--- src/rtl/fpt_pkg.sv ---
// Constants, pin bundle and state encoding for the parameter word block.
// Assumes a mode 0 serial link: data in on rising, data out on falling.
package fpt_pkg;

  // Command opcodes
  localparam logic [7:0] FPT_OP_PARAM_RD = 8'h5a;
  localparam logic [7:0] FPT_OP_WE_NV = 8'h06;
  localparam logic [7:0] FPT_OP_WE_VOL = 8'h50;
  localparam logic [7:0] FPT_OP_WE_CLR = 8'h04;
  localparam logic [7:0] FPT_OP_STAT_WR = 8'h01;
  localparam logic [7:0] FPT_OP_STAT_RD = 8'h05;

  // Table placement and link framing
  localparam logic [23:0] FPT_TBL_BASE = 24'h000030;
  localparam logic [23:0] FPT_TBL_BYTES = 24'h000008;
  localparam logic [1:0] FPT_ADDR_LAST = 2'h2;
  localparam logic [2:0] FPT_BIT_LAST = 3'h7;
  localparam logic [7:0] FPT_UNMAPPED = 8'hff;

  // First word fields: low byte codes and upper default
  localparam logic [2:0] FPT_FIXED_ONES = 3'h7;
  localparam logic [1:0] FPT_ERASE_UNIFORM = 2'h1;
  localparam logic [1:0] FPT_ERASE_NONE = 2'h3;
  localparam int unsigned FPT_BUF_MIN_BYTES = 64;
  localparam logic [23:0] FPT_UPPER_DEFAULT = 24'hffffff;

  // Second word encoding
  localparam int unsigned FPT_LOG_DENSITY_MIN = 32;

  // Status byte field positions and protect bit reset value
  localparam int unsigned FPT_SR_WEL_POS = 1;
  localparam int unsigned FPT_SR_BP_LSB = 2;
  localparam logic [2:0] FPT_BP_RESET = 3'h0;

  typedef struct packed {
    logic sck;
    logic cs_b;
    logic si;
  } fpt_pin_s;

  typedef enum logic [2:0] {
    FPT_IDLE = 3'h0,
    FPT_CMD = 3'h1,
    FPT_ADDR = 3'h3,
    FPT_DUMMY = 3'h2,
    FPT_DATA = 3'h6,
    FPT_WSR = 3'h7,
    FPT_SKIP = 3'h5
  } fpt_state_e;

endpackage : fpt_pkg

--- src/rtl/fpt_sync3.sv ---
// Three-stage synchroniser for asynchronous pin inputs.
// Assumes the inputs are slow compared with clk.
`timescale 1ns/1ps
module fpt_sync3 #(
  parameter int unsigned W = 3
) (
  input wire logic clk,
  input wire logic rst_b,
  input wire logic [W-1:0] d,
  output logic [W-1:0] q2,
  output logic [W-1:0] q3
);

  logic [W-1:0] q1_r;
  logic [W-1:0] q2_r;
  logic [W-1:0] q3_r;

  // Reset to the idle link levels: clock low, select high, data low
  always_ff @(posedge clk)
  begin
    if (!rst_b)
    begin
      q1_r <= W'(2);
      q2_r <= W'(2);
      q3_r <= W'(2);
    end
    else
    begin
      q1_r <= d;
      q2_r <= q1_r;
      q3_r <= q2_r;
    end
  end

  assign q2 = q2_r;
  assign q3 = q3_r;

endmodule : fpt_sync3

--- src/rtl/fpt_param_words.sv ---
// Serial flash slave presenting two read-only parameter words.
// Assumes a mode 0 link whose clock is far slower than clk.
`timescale 1ns/1ps
module fpt_param_words #(
  parameter int unsigned DENSITY_LOG2 = 24,
  parameter bit SR_VOLATILE = 1'b1,
  parameter bit WE_SEL = 1'b1,
  parameter int unsigned BUF_BYTES = 256,
  parameter bit UNIFORM_4K = 1'b1,
  parameter logic [23:0] FEAT_UPPER = fpt_pkg::FPT_UPPER_DEFAULT
) (
  input wire logic clk,
  input wire logic rst_b,
  input wire fpt_pkg::fpt_pin_s pins_in,
  output logic so,
  output logic so_oe,
  output logic [2:0] bp_state
);
  import fpt_pkg::*;

  localparam logic VOL_BP = SR_VOLATILE;
  localparam logic WE_BIT = SR_VOLATILE & WE_SEL;
  localparam logic BUF_BIG = (BUF_BYTES >= FPT_BUF_MIN_BYTES);
  localparam logic [1:0] ERASE_CODE =
    UNIFORM_4K ? FPT_ERASE_UNIFORM : FPT_ERASE_NONE;
  localparam logic [31:0] WORD_ONE = {FEAT_UPPER, FPT_FIXED_ONES,
    WE_BIT, VOL_BP, BUF_BIG, ERASE_CODE};
  localparam logic [31:0] WORD_TWO = (DENSITY_LOG2 >= FPT_LOG_DENSITY_MIN)
    ? {1'b1, 31'(DENSITY_LOG2)}
    : {1'b0, 31'((64'd1 << DENSITY_LOG2) - 64'd1)};

  fpt_pin_s s2;
  fpt_pin_s s3;
  fpt_state_e state_r;
  logic [2:0] bit_cnt_r;
  logic [6:0] rx_r;
  logic [23:0] addr_r;
  logic [1:0] addr_cnt_r;
  logic rd_stat_r;
  logic wel_r;
  logic vwe_r;
  logic [2:0] bp_r;
  logic [2:0] bp_nv_r;
  logic [7:0] tx_r;
  logic so_r;
  logic so_oe_r;
  logic sck_rise;
  logic sck_fall;
  logic cs_act;
  logic byte_done;
  logic in_cmd;
  logic wr_ok;
  logic [7:0] rx_byte;
  logic [7:0] stat_byte;
  logic [7:0] load_byte;

  fpt_sync3 #(.W($bits(fpt_pin_s))) u_sync (
    .clk(clk),
    .rst_b(rst_b),
    .d(pins_in),
    .q2(s2),
    .q3(s3)
  );

  // Byte of the table at a link address, little-endian within each word
  function automatic logic [7:0] tbl_byte(input logic [23:0] a);
    logic [23:0] off;
    logic [31:0] w;
    begin
      off = a - FPT_TBL_BASE;
      w = off[2] ? WORD_TWO : WORD_ONE;
      if (off < FPT_TBL_BYTES)
        tbl_byte = 8'(w >> {off[1:0], 3'h0});
      else
        tbl_byte = FPT_UNMAPPED;
    end
  endfunction : tbl_byte

  assign sck_rise = s2.sck & ~s3.sck;
  assign sck_fall = ~s2.sck & s3.sck;
  assign cs_act = ~s2.cs_b;
  assign byte_done = cs_act & sck_rise & (bit_cnt_r == FPT_BIT_LAST);
  assign in_cmd = (state_r == FPT_IDLE) || (state_r == FPT_CMD);
  assign rx_byte = {rx_r, s2.si};
  assign stat_byte = {3'h0, bp_r, wel_r, 1'b0};
  assign load_byte = rd_stat_r ? stat_byte : tbl_byte(addr_r);
  // Solely volatile parts need the one enable that bit 4 selects
  assign wr_ok = VOL_BP ? (WE_SEL ? wel_r : vwe_r) : (wel_r | vwe_r);

  // Command framing, three-byte address and read pointer
  always_ff @(posedge clk)
  begin
    if (!rst_b)
    begin
      state_r <= FPT_IDLE;
      bit_cnt_r <= 3'h0;
      rx_r <= 7'h0;
      addr_r <= 24'h0;
      addr_cnt_r <= 2'h0;
      rd_stat_r <= 1'b0;
    end
    else if (!cs_act)
    begin
      state_r <= FPT_IDLE;
      bit_cnt_r <= 3'h0;
    end
    else
    begin
      if (state_r == FPT_IDLE)
        state_r <= FPT_CMD;
      if (sck_fall && state_r == FPT_DATA && bit_cnt_r == 3'h0
          && !rd_stat_r)
        addr_r <= addr_r + 24'h1;
      if (sck_rise)
      begin
        bit_cnt_r <= bit_cnt_r + 3'h1;
        rx_r <= {rx_r[5:0], s2.si};
        if (bit_cnt_r == FPT_BIT_LAST)
        begin
          case (state_r)
            FPT_IDLE, FPT_CMD:
            begin
              addr_cnt_r <= 2'h0;
              rd_stat_r <= (rx_byte == FPT_OP_STAT_RD);
              if (rx_byte == FPT_OP_PARAM_RD)
                state_r <= FPT_ADDR;
              else if (rx_byte == FPT_OP_STAT_RD)
                state_r <= FPT_DATA;
              else if (rx_byte == FPT_OP_STAT_WR)
                state_r <= FPT_WSR;
              else
                state_r <= FPT_SKIP;
            end
            FPT_ADDR:
            begin
              addr_r <= {addr_r[15:0], rx_byte};
              addr_cnt_r <= addr_cnt_r + 2'h1;
              // Always three bytes, whatever the array addressing
              if (addr_cnt_r == FPT_ADDR_LAST)
                state_r <= FPT_DUMMY;
            end
            FPT_DUMMY:
              state_r <= FPT_DATA;
            FPT_WSR:
              state_r <= FPT_SKIP;
            default:
              state_r <= state_r;
          endcase
        end
      end
    end
  end

  // Write enables and protect bits
  always_ff @(posedge clk)
  begin
    if (!rst_b)
    begin
      wel_r <= 1'b0;
      vwe_r <= 1'b0;
      bp_r <= FPT_BP_RESET;
      bp_nv_r <= FPT_BP_RESET;
    end
    else if (byte_done && in_cmd)
    begin
      if (rx_byte == FPT_OP_WE_NV)
        wel_r <= 1'b1;
      else if (rx_byte == FPT_OP_WE_VOL)
        vwe_r <= 1'b1;
      else if (rx_byte == FPT_OP_WE_CLR)
      begin
        wel_r <= 1'b0;
        vwe_r <= 1'b0;
      end
    end
    else if (byte_done && state_r == FPT_WSR)
    begin
      // Commits on the first byte; later bytes of the frame are dropped
      if (wr_ok)
      begin
        if (VOL_BP || vwe_r)
          bp_r <= rx_byte[FPT_SR_BP_LSB +: 3];
        else
        begin
          bp_r <= rx_byte[FPT_SR_BP_LSB +: 3];
          bp_nv_r <= rx_byte[FPT_SR_BP_LSB +: 3];
        end
      end
      wel_r <= 1'b0;
      vwe_r <= 1'b0;
    end
  end

  // Serial output, shifted on the link's falling edge
  always_ff @(posedge clk)
  begin
    if (!rst_b)
    begin
      so_r <= 1'b0;
      so_oe_r <= 1'b0;
      tx_r <= 8'h0;
    end
    else if (!cs_act)
      so_oe_r <= 1'b0;
    else if (sck_fall && state_r == FPT_DATA)
    begin
      so_oe_r <= 1'b1;
      if (bit_cnt_r == 3'h0)
      begin
        so_r <= load_byte[7];
        tx_r <= {load_byte[6:0], 1'b0};
      end
      else
      begin
        so_r <= tx_r[7];
        tx_r <= {tx_r[6:0], 1'b0};
      end
    end
  end

  assign so = so_r;
  assign so_oe = so_oe_r;
  assign bp_state = bp_r;

endmodule : fpt_param_words

--- config.mk ---
export PLATFORM = sky130hd
export DESIGN_NAME = fpt_param_words
export DESIGN_NICKNAME = d
export VERILOG_FILES = /design/src/rtl/fpt_pkg.sv /design/src/rtl/fpt_sync3.sv /design/src/rtl/fpt_param_words.sv
export SDC_FILE = /design/constraint.sdc
export NUM_CORES = 1
export LEC_CHECK = 0
export BUFFER_PORTS_ARGS = -buffer_cell sky130_fd_sc_hd__buf_2
export CAP_MARGIN = 20
export CORE_MARGIN = 1.5
export CORE_UTILIZATION = 60
export CTS_CLUSTER_DIAMETER = 120
export DETAILED_ROUTE_END_ITERATION = 7
export HOLD_SLACK_MARGIN = 0.05
export MAX_ROUTING_LAYER = met4
export PLACE_DENSITY_LB_ADDON = 0.08
export SETUP_SLACK_MARGIN = 0.4
export SLEW_MARGIN = 20
export SYNTH_ARGS = -nofsm -noshare
export SYNTH_HDL_FRONTEND = slang
export SYNTH_SLANG_ARGS = --single-unit
--- constraint.sdc ---
create_clock -name clk -period 2.71 [get_ports clk]
set_input_delay 0.271 -clock clk [delete_from_list [all_inputs] [get_ports clk]]
set_output_delay 0.271 -clock clk [all_outputs]
set_load 0.01 [all_outputs]
=== Yosys cells after proc, flatten, opt, wreduce, memory -nomap -nowiden ===
Index checks and enable logic that the tools add are counted.

* Register bits: 63
* Output and inout bits: 5
* Word-level logic and storage cells: 87

* Add/subtract/negate cells: 4
* Order comparisons: 1
* Equality and inequality tests: 16
* Shift operators: 1
* Mux-type cells: 23
* Bitwise gates (word level): 9
* Reductions and logical operators: 19

{| class="wikitable"
|+ Operators by type and width
! cell !! count
|-
| $mux 24 || 4
|-
| $mux 32 || 1
|-
| $shr 32x5->8 || 1
|-
| $add 24x1->24 const B || 1
|-
| $eq 8x3->1 const B || 3
|-
| $lt 24x4->1 const B || 1
|-
| $mux 8 || 3
|-
| $sub 24x6->24 const B || 1
|-
| $eq 8x7->1 const B || 2
|-
| $mux 3 || 5
|-
| $pmux 3 s4 || 1
|-
| $eq 3x3->1 const B || 3
|-
| $eq 8x1->1 const B || 1
|-
| $reduce_and 4->1 || 2
|-
| $eq 3x2->1 const B || 2
|-
| $logic_not 3->1 || 2
|-
| $mux 1 || 6
|-
| $ne 6x2->1 const B || 1
|-
| $reduce_and 3->1 || 2
|-
| $logic_and 1x1->1 || 5
|-
| $not 1->1 || 5
|-
| $and 1x1->1 || 4
|-
| $mux 2 || 2
|-
| $pmux 2 s2 || 1
|-
| other kinds (11) || 14
|}

=== Longest topological paths before layout ===
Gate-level depths: netlist (run 1).

* Depth in word-level cells: 9
* Mapped depth: 8
* Gate-level depth less buffers: 7

=== Modules after synthesis ===
From an unflattened synthesis (run 1), not the netlist that was laid out.

* Cell total of the unflattened synthesis: 399
* Area, all modules: 3,321.9 um^2

{| class="wikitable"
|+ Modules (own cells, without submodules)
! module !! instances !! cells each !! area an instance (um^2) !! seq. area each (um^2)
|-
| fpt_param_words || 1 || 381 || 3,085.5 || 1,061.0
|-
| fpt_sync3 || 1 || 18 || 236.5 || 180.2
|}

=== Least setup slack after synthesis (run 1) ===
OpenSTA, ideal clock, no wires.

* Path type: reg2reg
* Start point: reg bit_cnt_r[0]
* End point: reg addr_r[23]
* Library setup time: 136 ps
* Arrival time: 1,760 ps
* Required time: 2,574 ps
* Slack: 814 ps
* Cell stages (with the launch flop): 9
* Buffers on the path: 1
* Cells stage by stage: dfxtp_1 -> ha_1 -> ha_1 -> and4bb_2 -> nand3_1 -> clkbuf_1 -> nor2_1 -> a22oi_1 -> o32ai_2

* Cells in the longest elaborated chain, start to end: 7
* Elaborated cells between the ends (all ways): 8
* Those cells by class: eq/ne: 1; mux: 4; reduce/logical: 3

{| class="wikitable"
|+ Ends and longest elaborated chain
! what !! line !! RTL
|-
| start: declaration || fpt_param_words.sv:35 || <nowiki>logic [2:0] bit_cnt_r;</nowiki>
|-
| start signal: assignment || fpt_param_words.sv:116 || <nowiki>bit_cnt_r <= bit_cnt_r + 3'h1;</nowiki>
|-
| $logic_not 3->1 || fpt_param_words.sv:111 || <nowiki>if (sck_fall && state_r == FPT_DATA && bit_cnt_r == 3'h0</nowiki>
|-
| $logic_and 1x1->1 || fpt_param_words.sv:111 ||
|-
| $logic_and 1x1->1 || fpt_param_words.sv:112 || <nowiki>&& !rd_stat_r)</nowiki>
|-
| $mux 24 || fpt_param_words.sv:111 ||
|-
| $mux 24 || fpt_param_words.sv:120 || <nowiki>case (state_r)</nowiki>
|-
| $mux 24 || fpt_param_words.sv:118 || <nowiki>if (bit_cnt_r == FPT_BIT_LAST)</nowiki>
|-
| $mux 24 * || fpt_param_words.sv:114 || <nowiki>if (sck_rise)</nowiki>
|-
| end signal: assignment || fpt_param_words.sv:113 || <nowiki>addr_r <= addr_r + 24'h1;</nowiki>
|-
| end signal: assignment || fpt_param_words.sv:136 || <nowiki>addr_r <= {addr_r[15:0], rx_byte};</nowiki>
|-
| end: declaration || fpt_param_words.sv:37 || <nowiki>logic [23:0] addr_r;</nowiki>
|}

Every way passes the cells marked *; elsewhere a longest branch is shown, timed or not.
A chain may end at the register's enable or synchronous reset.

=== Final worst setup path (run 1) ===
Ends and elaborated chain as after synthesis.

==> results of run 1 <==
==> area by class of cell <==
| type | count | area, sq um | area share (%) |
|---|---|---|---|
| Clock inverter | 4 | 48.8 | 1.35 |
| Sequential cell | 60 | 1200 | 33.3 |
| Tap cell | 72 | 90.1 | 2.49 |
| Multi-Input combinational cell | 309 | 1980 | 54.7 |
| Timing Repair Buffer | 19 | 120 | 3.33 |
| Clock buffer | 12 | 145 | 4.02 |
| Inverter | 8 | 30.0 | 0.832 |
==> state kept, by name, indices dropped and copies added (netlist names) <==
register and cells:
addr_cnt_r 2, addr_r 24, bit_cnt_r 3, bp_state 3, rd_stat_r 1, rx_r 7, so 1, so_oe 1
state_r 3, tx_r 7, u_sync.q1_r 3, u_sync.q2 3, u_sync.q3 1, wel_r 1
==> metal layers <==
| metal | track usage, % | vias up | wire length [microns] |
|---|---|---|---|
| li1 | - | 1494 | - |
| met1 | 43.5 | 1439 | 4040 |
| met2 | 41.4 | 103 | 3620 |
| met3 | 4.59 | 16 | 460 |
| met4 | 11.1 | 0 | 138 |
| met5 | - | - | 0 |
==> cell families after synthesis <==
group	after synthesis	synth area share, %
mux	17	5.07
fa+ha+maj	5	1.86
xor+xnor	1	0.261
flops	60	35.8
simple gates	189	32.5
buf+inv	39	5.40
compound gates	97	19.2
==> worst max path at each step <==
stage | slack, ns | cells after the start | endpoint | startpoint
floorplan | 0.81 | 8 | addr_r[23] | bit_cnt_r[0]
global placement | 0.64 | 5 | addr_r[23] | state_r[1]
detailed placement | 0.61 | 5 | addr_r[19] | state_r[1]
CTS | 0.57 | 5 | addr_r[23] | state_r[1]
global route | 0.48 | 7 | addr_r[10] | bit_cnt_r[1]
finish | 0.63 | 8 | addr_r[23] | bit_cnt_r[0]
==> cell usage in the layout (no fill, tap or decap), types with 3 or more instances in the layout <==
cell,n
nand2_1,44
buf_4,10
o21ai_0,11
nor2_1,33
and4_1,3
nand3b_1,6
a21o_1,9
nand3_1,14
ha_1,5
a31oi_1,11
o211ai_1,5
nand4_1,11
mux2i_1,17
dfxtp_1,60
a22oi_1,9
or3_1,4
or4_1,3
and3_1,5
nor3b_1,8
o21a_1,3
o22a_1,3
a21oi_1,26
nand2b_1,6
nor2b_1,8
and4bb_2,3
inv_1,8
and2_1,9
nor3_1,10
a211o_1,3
clkbuf_8,10
buf_2,9
a2bb2oi_1,4
nor4_1,9
o22ai_1,5
==> through the flow <==
| step | setup slack, ns | hold slack (ns) | util [%] |
|---|---|---|---|
| floorplan | 0.814 | 0.372 | - |
| global route | 0.484 | 0.111 | 66.4 |
| detailed placement | 0.608 | 0.397 | 62.8 |
| global placement | 0.642 | 0.387 | 62.8 |
| CTS | 0.574 | 0.112 | 66.4 |
| finish | 0.632 | 0.118 | 66.4 |
==> what timing repair did <==
action | 4_1_cts | 5_1_grt
gates resized for setup | 0 | 1
setup endpoints to repair | 0 | 2
buffers inserted | 0 | 0
hold endpoints to repair | 0 | 0
==> power breakdown <==
part,internal [mW],switching [mW],total (mW)
Sequential,0.894,0.0244,0.919
Combinational,0.0272,0.0375,0.0647
Clock,0.449,0.354,0.802
Total,1.37,0.415,1.79
==> critical path, delay by kind of cell, from the launching register on <==
kind | cells | cell delay [ns]
DFF | 1 | 0.33
buffers and inverters | 1 | 0.33
and+or+nand+nor | 3 | 0.53
adders and majority gates | 2 | 0.40
AOI/OAI and AO/OA | 2 | 0.35
==> metrics.txt, run 1 <==
VDD IR max=0.000392 V; Setup violations, final=0; via count=3052; Period minus WS final=about 2.1 ns; wire length of the first global-routing pass=approximately 14000 microns; crit path DAT=between 2 and 2.5 ns; FILL cells=460; CP peak stage delay=about 0.33 ns; diodes inserted=0; Pwr Density=about 490 mW/mm^2; CP Max Fanout=32; worst min path class=input pin to flip-flop; synthesized area=roughly 0.0034 sq mm; Post-synth EDFFs=0; Yosys top cell area share=between 30% and 40%; Max H-tree Level=3; post-synth top area cell=dfxtp_1; placed instance area=0.00342 sq mm; # placed instances=roughly 470; worst r2r dst=addr_r[23]; yosys synthesis warning count=0; DIE WIDTH=around 80 microns; Final Cycle Share=around three quarters; drt pass-1 iters=5; gp weighted congestion=0.887; Power, Total=approximately 1.8 mW; routed wire length=just over 8000 microns; number of global-route vias before repair=2718; WP data required=~2.9 ns; Worst Tran Pin Value=0.701 ns; IO Count=10; initial antenna violation count=0; post-DR wirelength/cell=roughly 17 microns; count leader, synth=dfxtp_1; GRT overflow=0; Post-synth top cells=dfxtp_1 (60), nand2_1 (44), nor2_1 (33); initial core utilization=between 60% and 70%; clock slew at reported path FFs=approximately 0.070 ns; CP endpoint kind=flip-flop; Vias/cell=6.31; number of CTS-inserted buffers=9; top_reg_cell synth=dfxtp_1; Yosys cell types=between 50 and 60; drc violations=0; post-route clock skew=roughly 0.013 ns; Hold Path End=u_sync.q1_r[1]; GRT Resource Usage Total=between 20 and 30%; Crit path top cell by count=ha_1; Slew Limit Fails=0; setup_tns=0 ns; RSZ-0062 raised after global routing=false; Static Leak=1.32 nW; largest net degree at the start of global routing=33; register area share after synthesis=a little over a third; final hold vios=0; beginning of the worst hold path=pins_in[1]; share of cells above drive strength 1=between 10% and 20%; largest cells by area after synthesis=dfxtp_1 (36%), mux2i_1 (5.1%), nand2_1 (4.9%), a21oi_1 (3.9%), nor2_1 (3.7%); ys async rst share=0%; die area=between 0.006 and 0.007 sq mm; Startpoint Class=flip-flop; Finished Layout Cells=slightly below 500; final instance area=~0.0036 sq mm; antenna-violating nets left=0; Row Count=27; Hold Path Stages=2; WS Path Type=flip-flop to flip-flop; R2R depth=8; Syn Nets=418; CP Cell Sequence=ha_1, ha_1, and4bb_2, nand3_1, buf_4, nor2_1, a22oi_1, o32ai_2; Gate Count Post-Synth=408; TritonCTS clock tree=built; Worst R2R Start=bit_cnt_r[0]; register-to-register path setup slack=0.63 ns; Clock Tree Root=clkbuf_8; Max Cap Viol=0; Slew HR=a little over half; #FFs+latches synth=60; Max Clock Freq=approximately 480 MHz; die height=between 70 and 80 microns; clock sinks=60; Core Area=about 0.0054 sq mm; buffers added on ports=9; slowest CP cell=dfxtp_1; CTS Hold Bufs=0; CTS max path bufs=2; clk_lat worst skew=between 0.3 and 0.4 ns; Avg Cell Area, Syn=8.23 sq um; DR iter-0 viols=~370; HPWL reported at the end of detailed placement=between 5000 and 6000 microns; status=completed; Layout area overhead=7.53%; NumNets Final=approximately 420
(Power assumes the default switching activity.)
==> run 2: changes to the inputs <==
Settings changed: CORE_UTILIZATION 60 to 56.
Clock period 2.71 ns to 1.9 ns, I/O delays scaled along.
==> run 2 against run 1 <==
  * Final cell count grew 11%
  * Die area rose by 6.9%
  * Clock skew fell by 0.0061 ns
  * Via count grew 12%
  * Power rose by 48%
  * Critical path type unchanged
==> metrics.txt, run 2 (synthesized netlist as in run 1, its figures left out) <==
Most Crowded Layer GR=met2; # placed instances=around 490; TritonCTS clock tree=built; CP peak stage delay=around 0.41 ns; Final Worst Setup Slack=between 0.05 and 0.06 ns; largest net degree at the start of global routing=33; setup_tns=0 ns; Period minus WS final=1.85 ns; CTS max path bufs=2; RSZ-0062 raised after global routing=true; CP Max Fanout=10; WP data required=between 2 and 2.5 ns; Row Count=28; Layout area overhead=34.6%; drt pass-1 iters=5; Setup violations, final=0; GRT overflow=0; antenna-violating nets left=0; buffers added on ports=9; initial antenna violation count=0; Top delay family on crit path=simple AND/OR/NAND/NOR gates; Vias/cell=between 6 and 7; initial core utilization=between 50% and 60%; Final Cycle Share=97.3%; Worst Tran Pin Value=approximately 0.55 ns; top flop regs=addr_r x24, rx_r x7, tx_r x7; DR iter-0 viols=246; Slew HR=a little over three fifths; Static Leak=~1.8 nW; die area=0.00647 sq mm; Top reg by flops=addr_r; max reg flops=24; hold slack=~0.054 ns; Hold Path Stages=2; post-route clock skew=between 0.006 and 0.007 ns; slowest CP cell=nor3_4; HPWL reported at the end of detailed placement=approximately 6000 microns; WP buf/inv=2; VDD IR max=around 0.00075 V; Startpoint Class=flip-flop; die height=between 80 and 90 microns; DIE WIDTH=80.4 microns; NumNets Final=~470; wire length of the first global-routing pass=roughly 15000 microns; gp weighted congestion=roughly 0.93; Finished Layout Cells=approximately 540; drc violations=0; met3 Track Usage GR=about 4.2%; most frequent cells in the layout=dfxtp_1 (44), buf_4 (44), nand2_1 (38), nor2_1 (29), a21oi_1 (20); GR Util met1=a little over two fifths; clock sinks=60; Place WS=0.0571 ns; IO Count=10; GRT Resource Usage Total=a little under a third; clk_lat worst skew=between 0.3 and 0.4 ns; CP endpoint kind=flip-flop; Slew Limit Fails=0; status=completed; Clock Tree Root=clkbuf_8; diodes inserted=0; clock slew at reported path FFs=0.07 ns; crit path DAT=2.13 ns; number of CTS-inserted buffers=9; WS Path Type=flip-flop to flip-flop; met2 Use GR=between 40% and 50%; routed wire length=9910 microns; Max H-tree Level=3; share of cells above drive strength 1=a little under two fifths; Max Clock Freq=roughly 540 MHz; CP Cell Sequence=buf_4, nand2_1, nor3_4, buf_6, a22oi_2, o22ai_2, and2_1; final hold vios=0; fin util=between 70% and 80%; worst min path class=input pin to flip-flop; number of global-route vias before repair=2958; R2R depth=7; Pwr Density=between 500 and 600 mW/mm^2; post-DR wirelength/cell=about 18 microns; Max Cap Viol=0; via count=about 3400; Core Area=0.00585 sq mm; Levels on crit path=7
[run 2: final cells by class]
type / instances / area (sq um)
clock buffers: 12 / 155
multi-input cells: 309 / 2360
flip-flops and latches: 60 / 1240
inverters: 8 / 30.0
fillers: 398 / 1330
well taps: 75 / 93.8
clock inverters: 4 / 47.5
repair buffers: 71 / 593
[run 2: worst paths after layout]
| check | startpoint | to | slack [ns] |
|---|---|---|---|
| max | state_r[1] | addr_r[2] | 0.05 |
| min reg2reg | u_sync.q1_r[1] | u_sync.q2[1] | 0.42 |
| max reg2reg | state_r[1] | addr_r[2] | 0.05 |
| min | pins_in[0] | u_sync.q1_r[0] | 0.05 |
[run 2: layer usage]
layer / wire [microns] / share of wire, % / vias up
met2: 4560 / 46 / 153
met1: 4470 / 45 / 1623
met4: 236 / 2.4 / 0
li1: - / - / 1601
met5: 0 / 0 / -
met3: 639 / 6.4 / 26
[run 2: per-stage QoR]
stage | area, sq um | total power [mW]
2_1_floorplan | 3510 | 1.41
3_3_place_gp | 3710 | 1.44
3_5_place_dp | 3710 | 1.44
4_1_cts | 4250 | 2.63
5_1_grt | 4520 | 2.71
6_report | 4520 | 2.64
[run 2: repair_timing]
item	in CTS	in global routing
hold buffers	2	0
setup buffers	14	13
setup endpoints to repair	47	49
pin swaps	23	21
endpoints found under the hold margin	2	0
resized for setup	57	43
cloned	0	0
[run 2: power breakdown]
group          switching, mW  total [mW]  internal (mW)
clock network          0.523        1.20          0.673
logic                 0.0724       0.136         0.0633
registers             0.0325        1.30           1.27
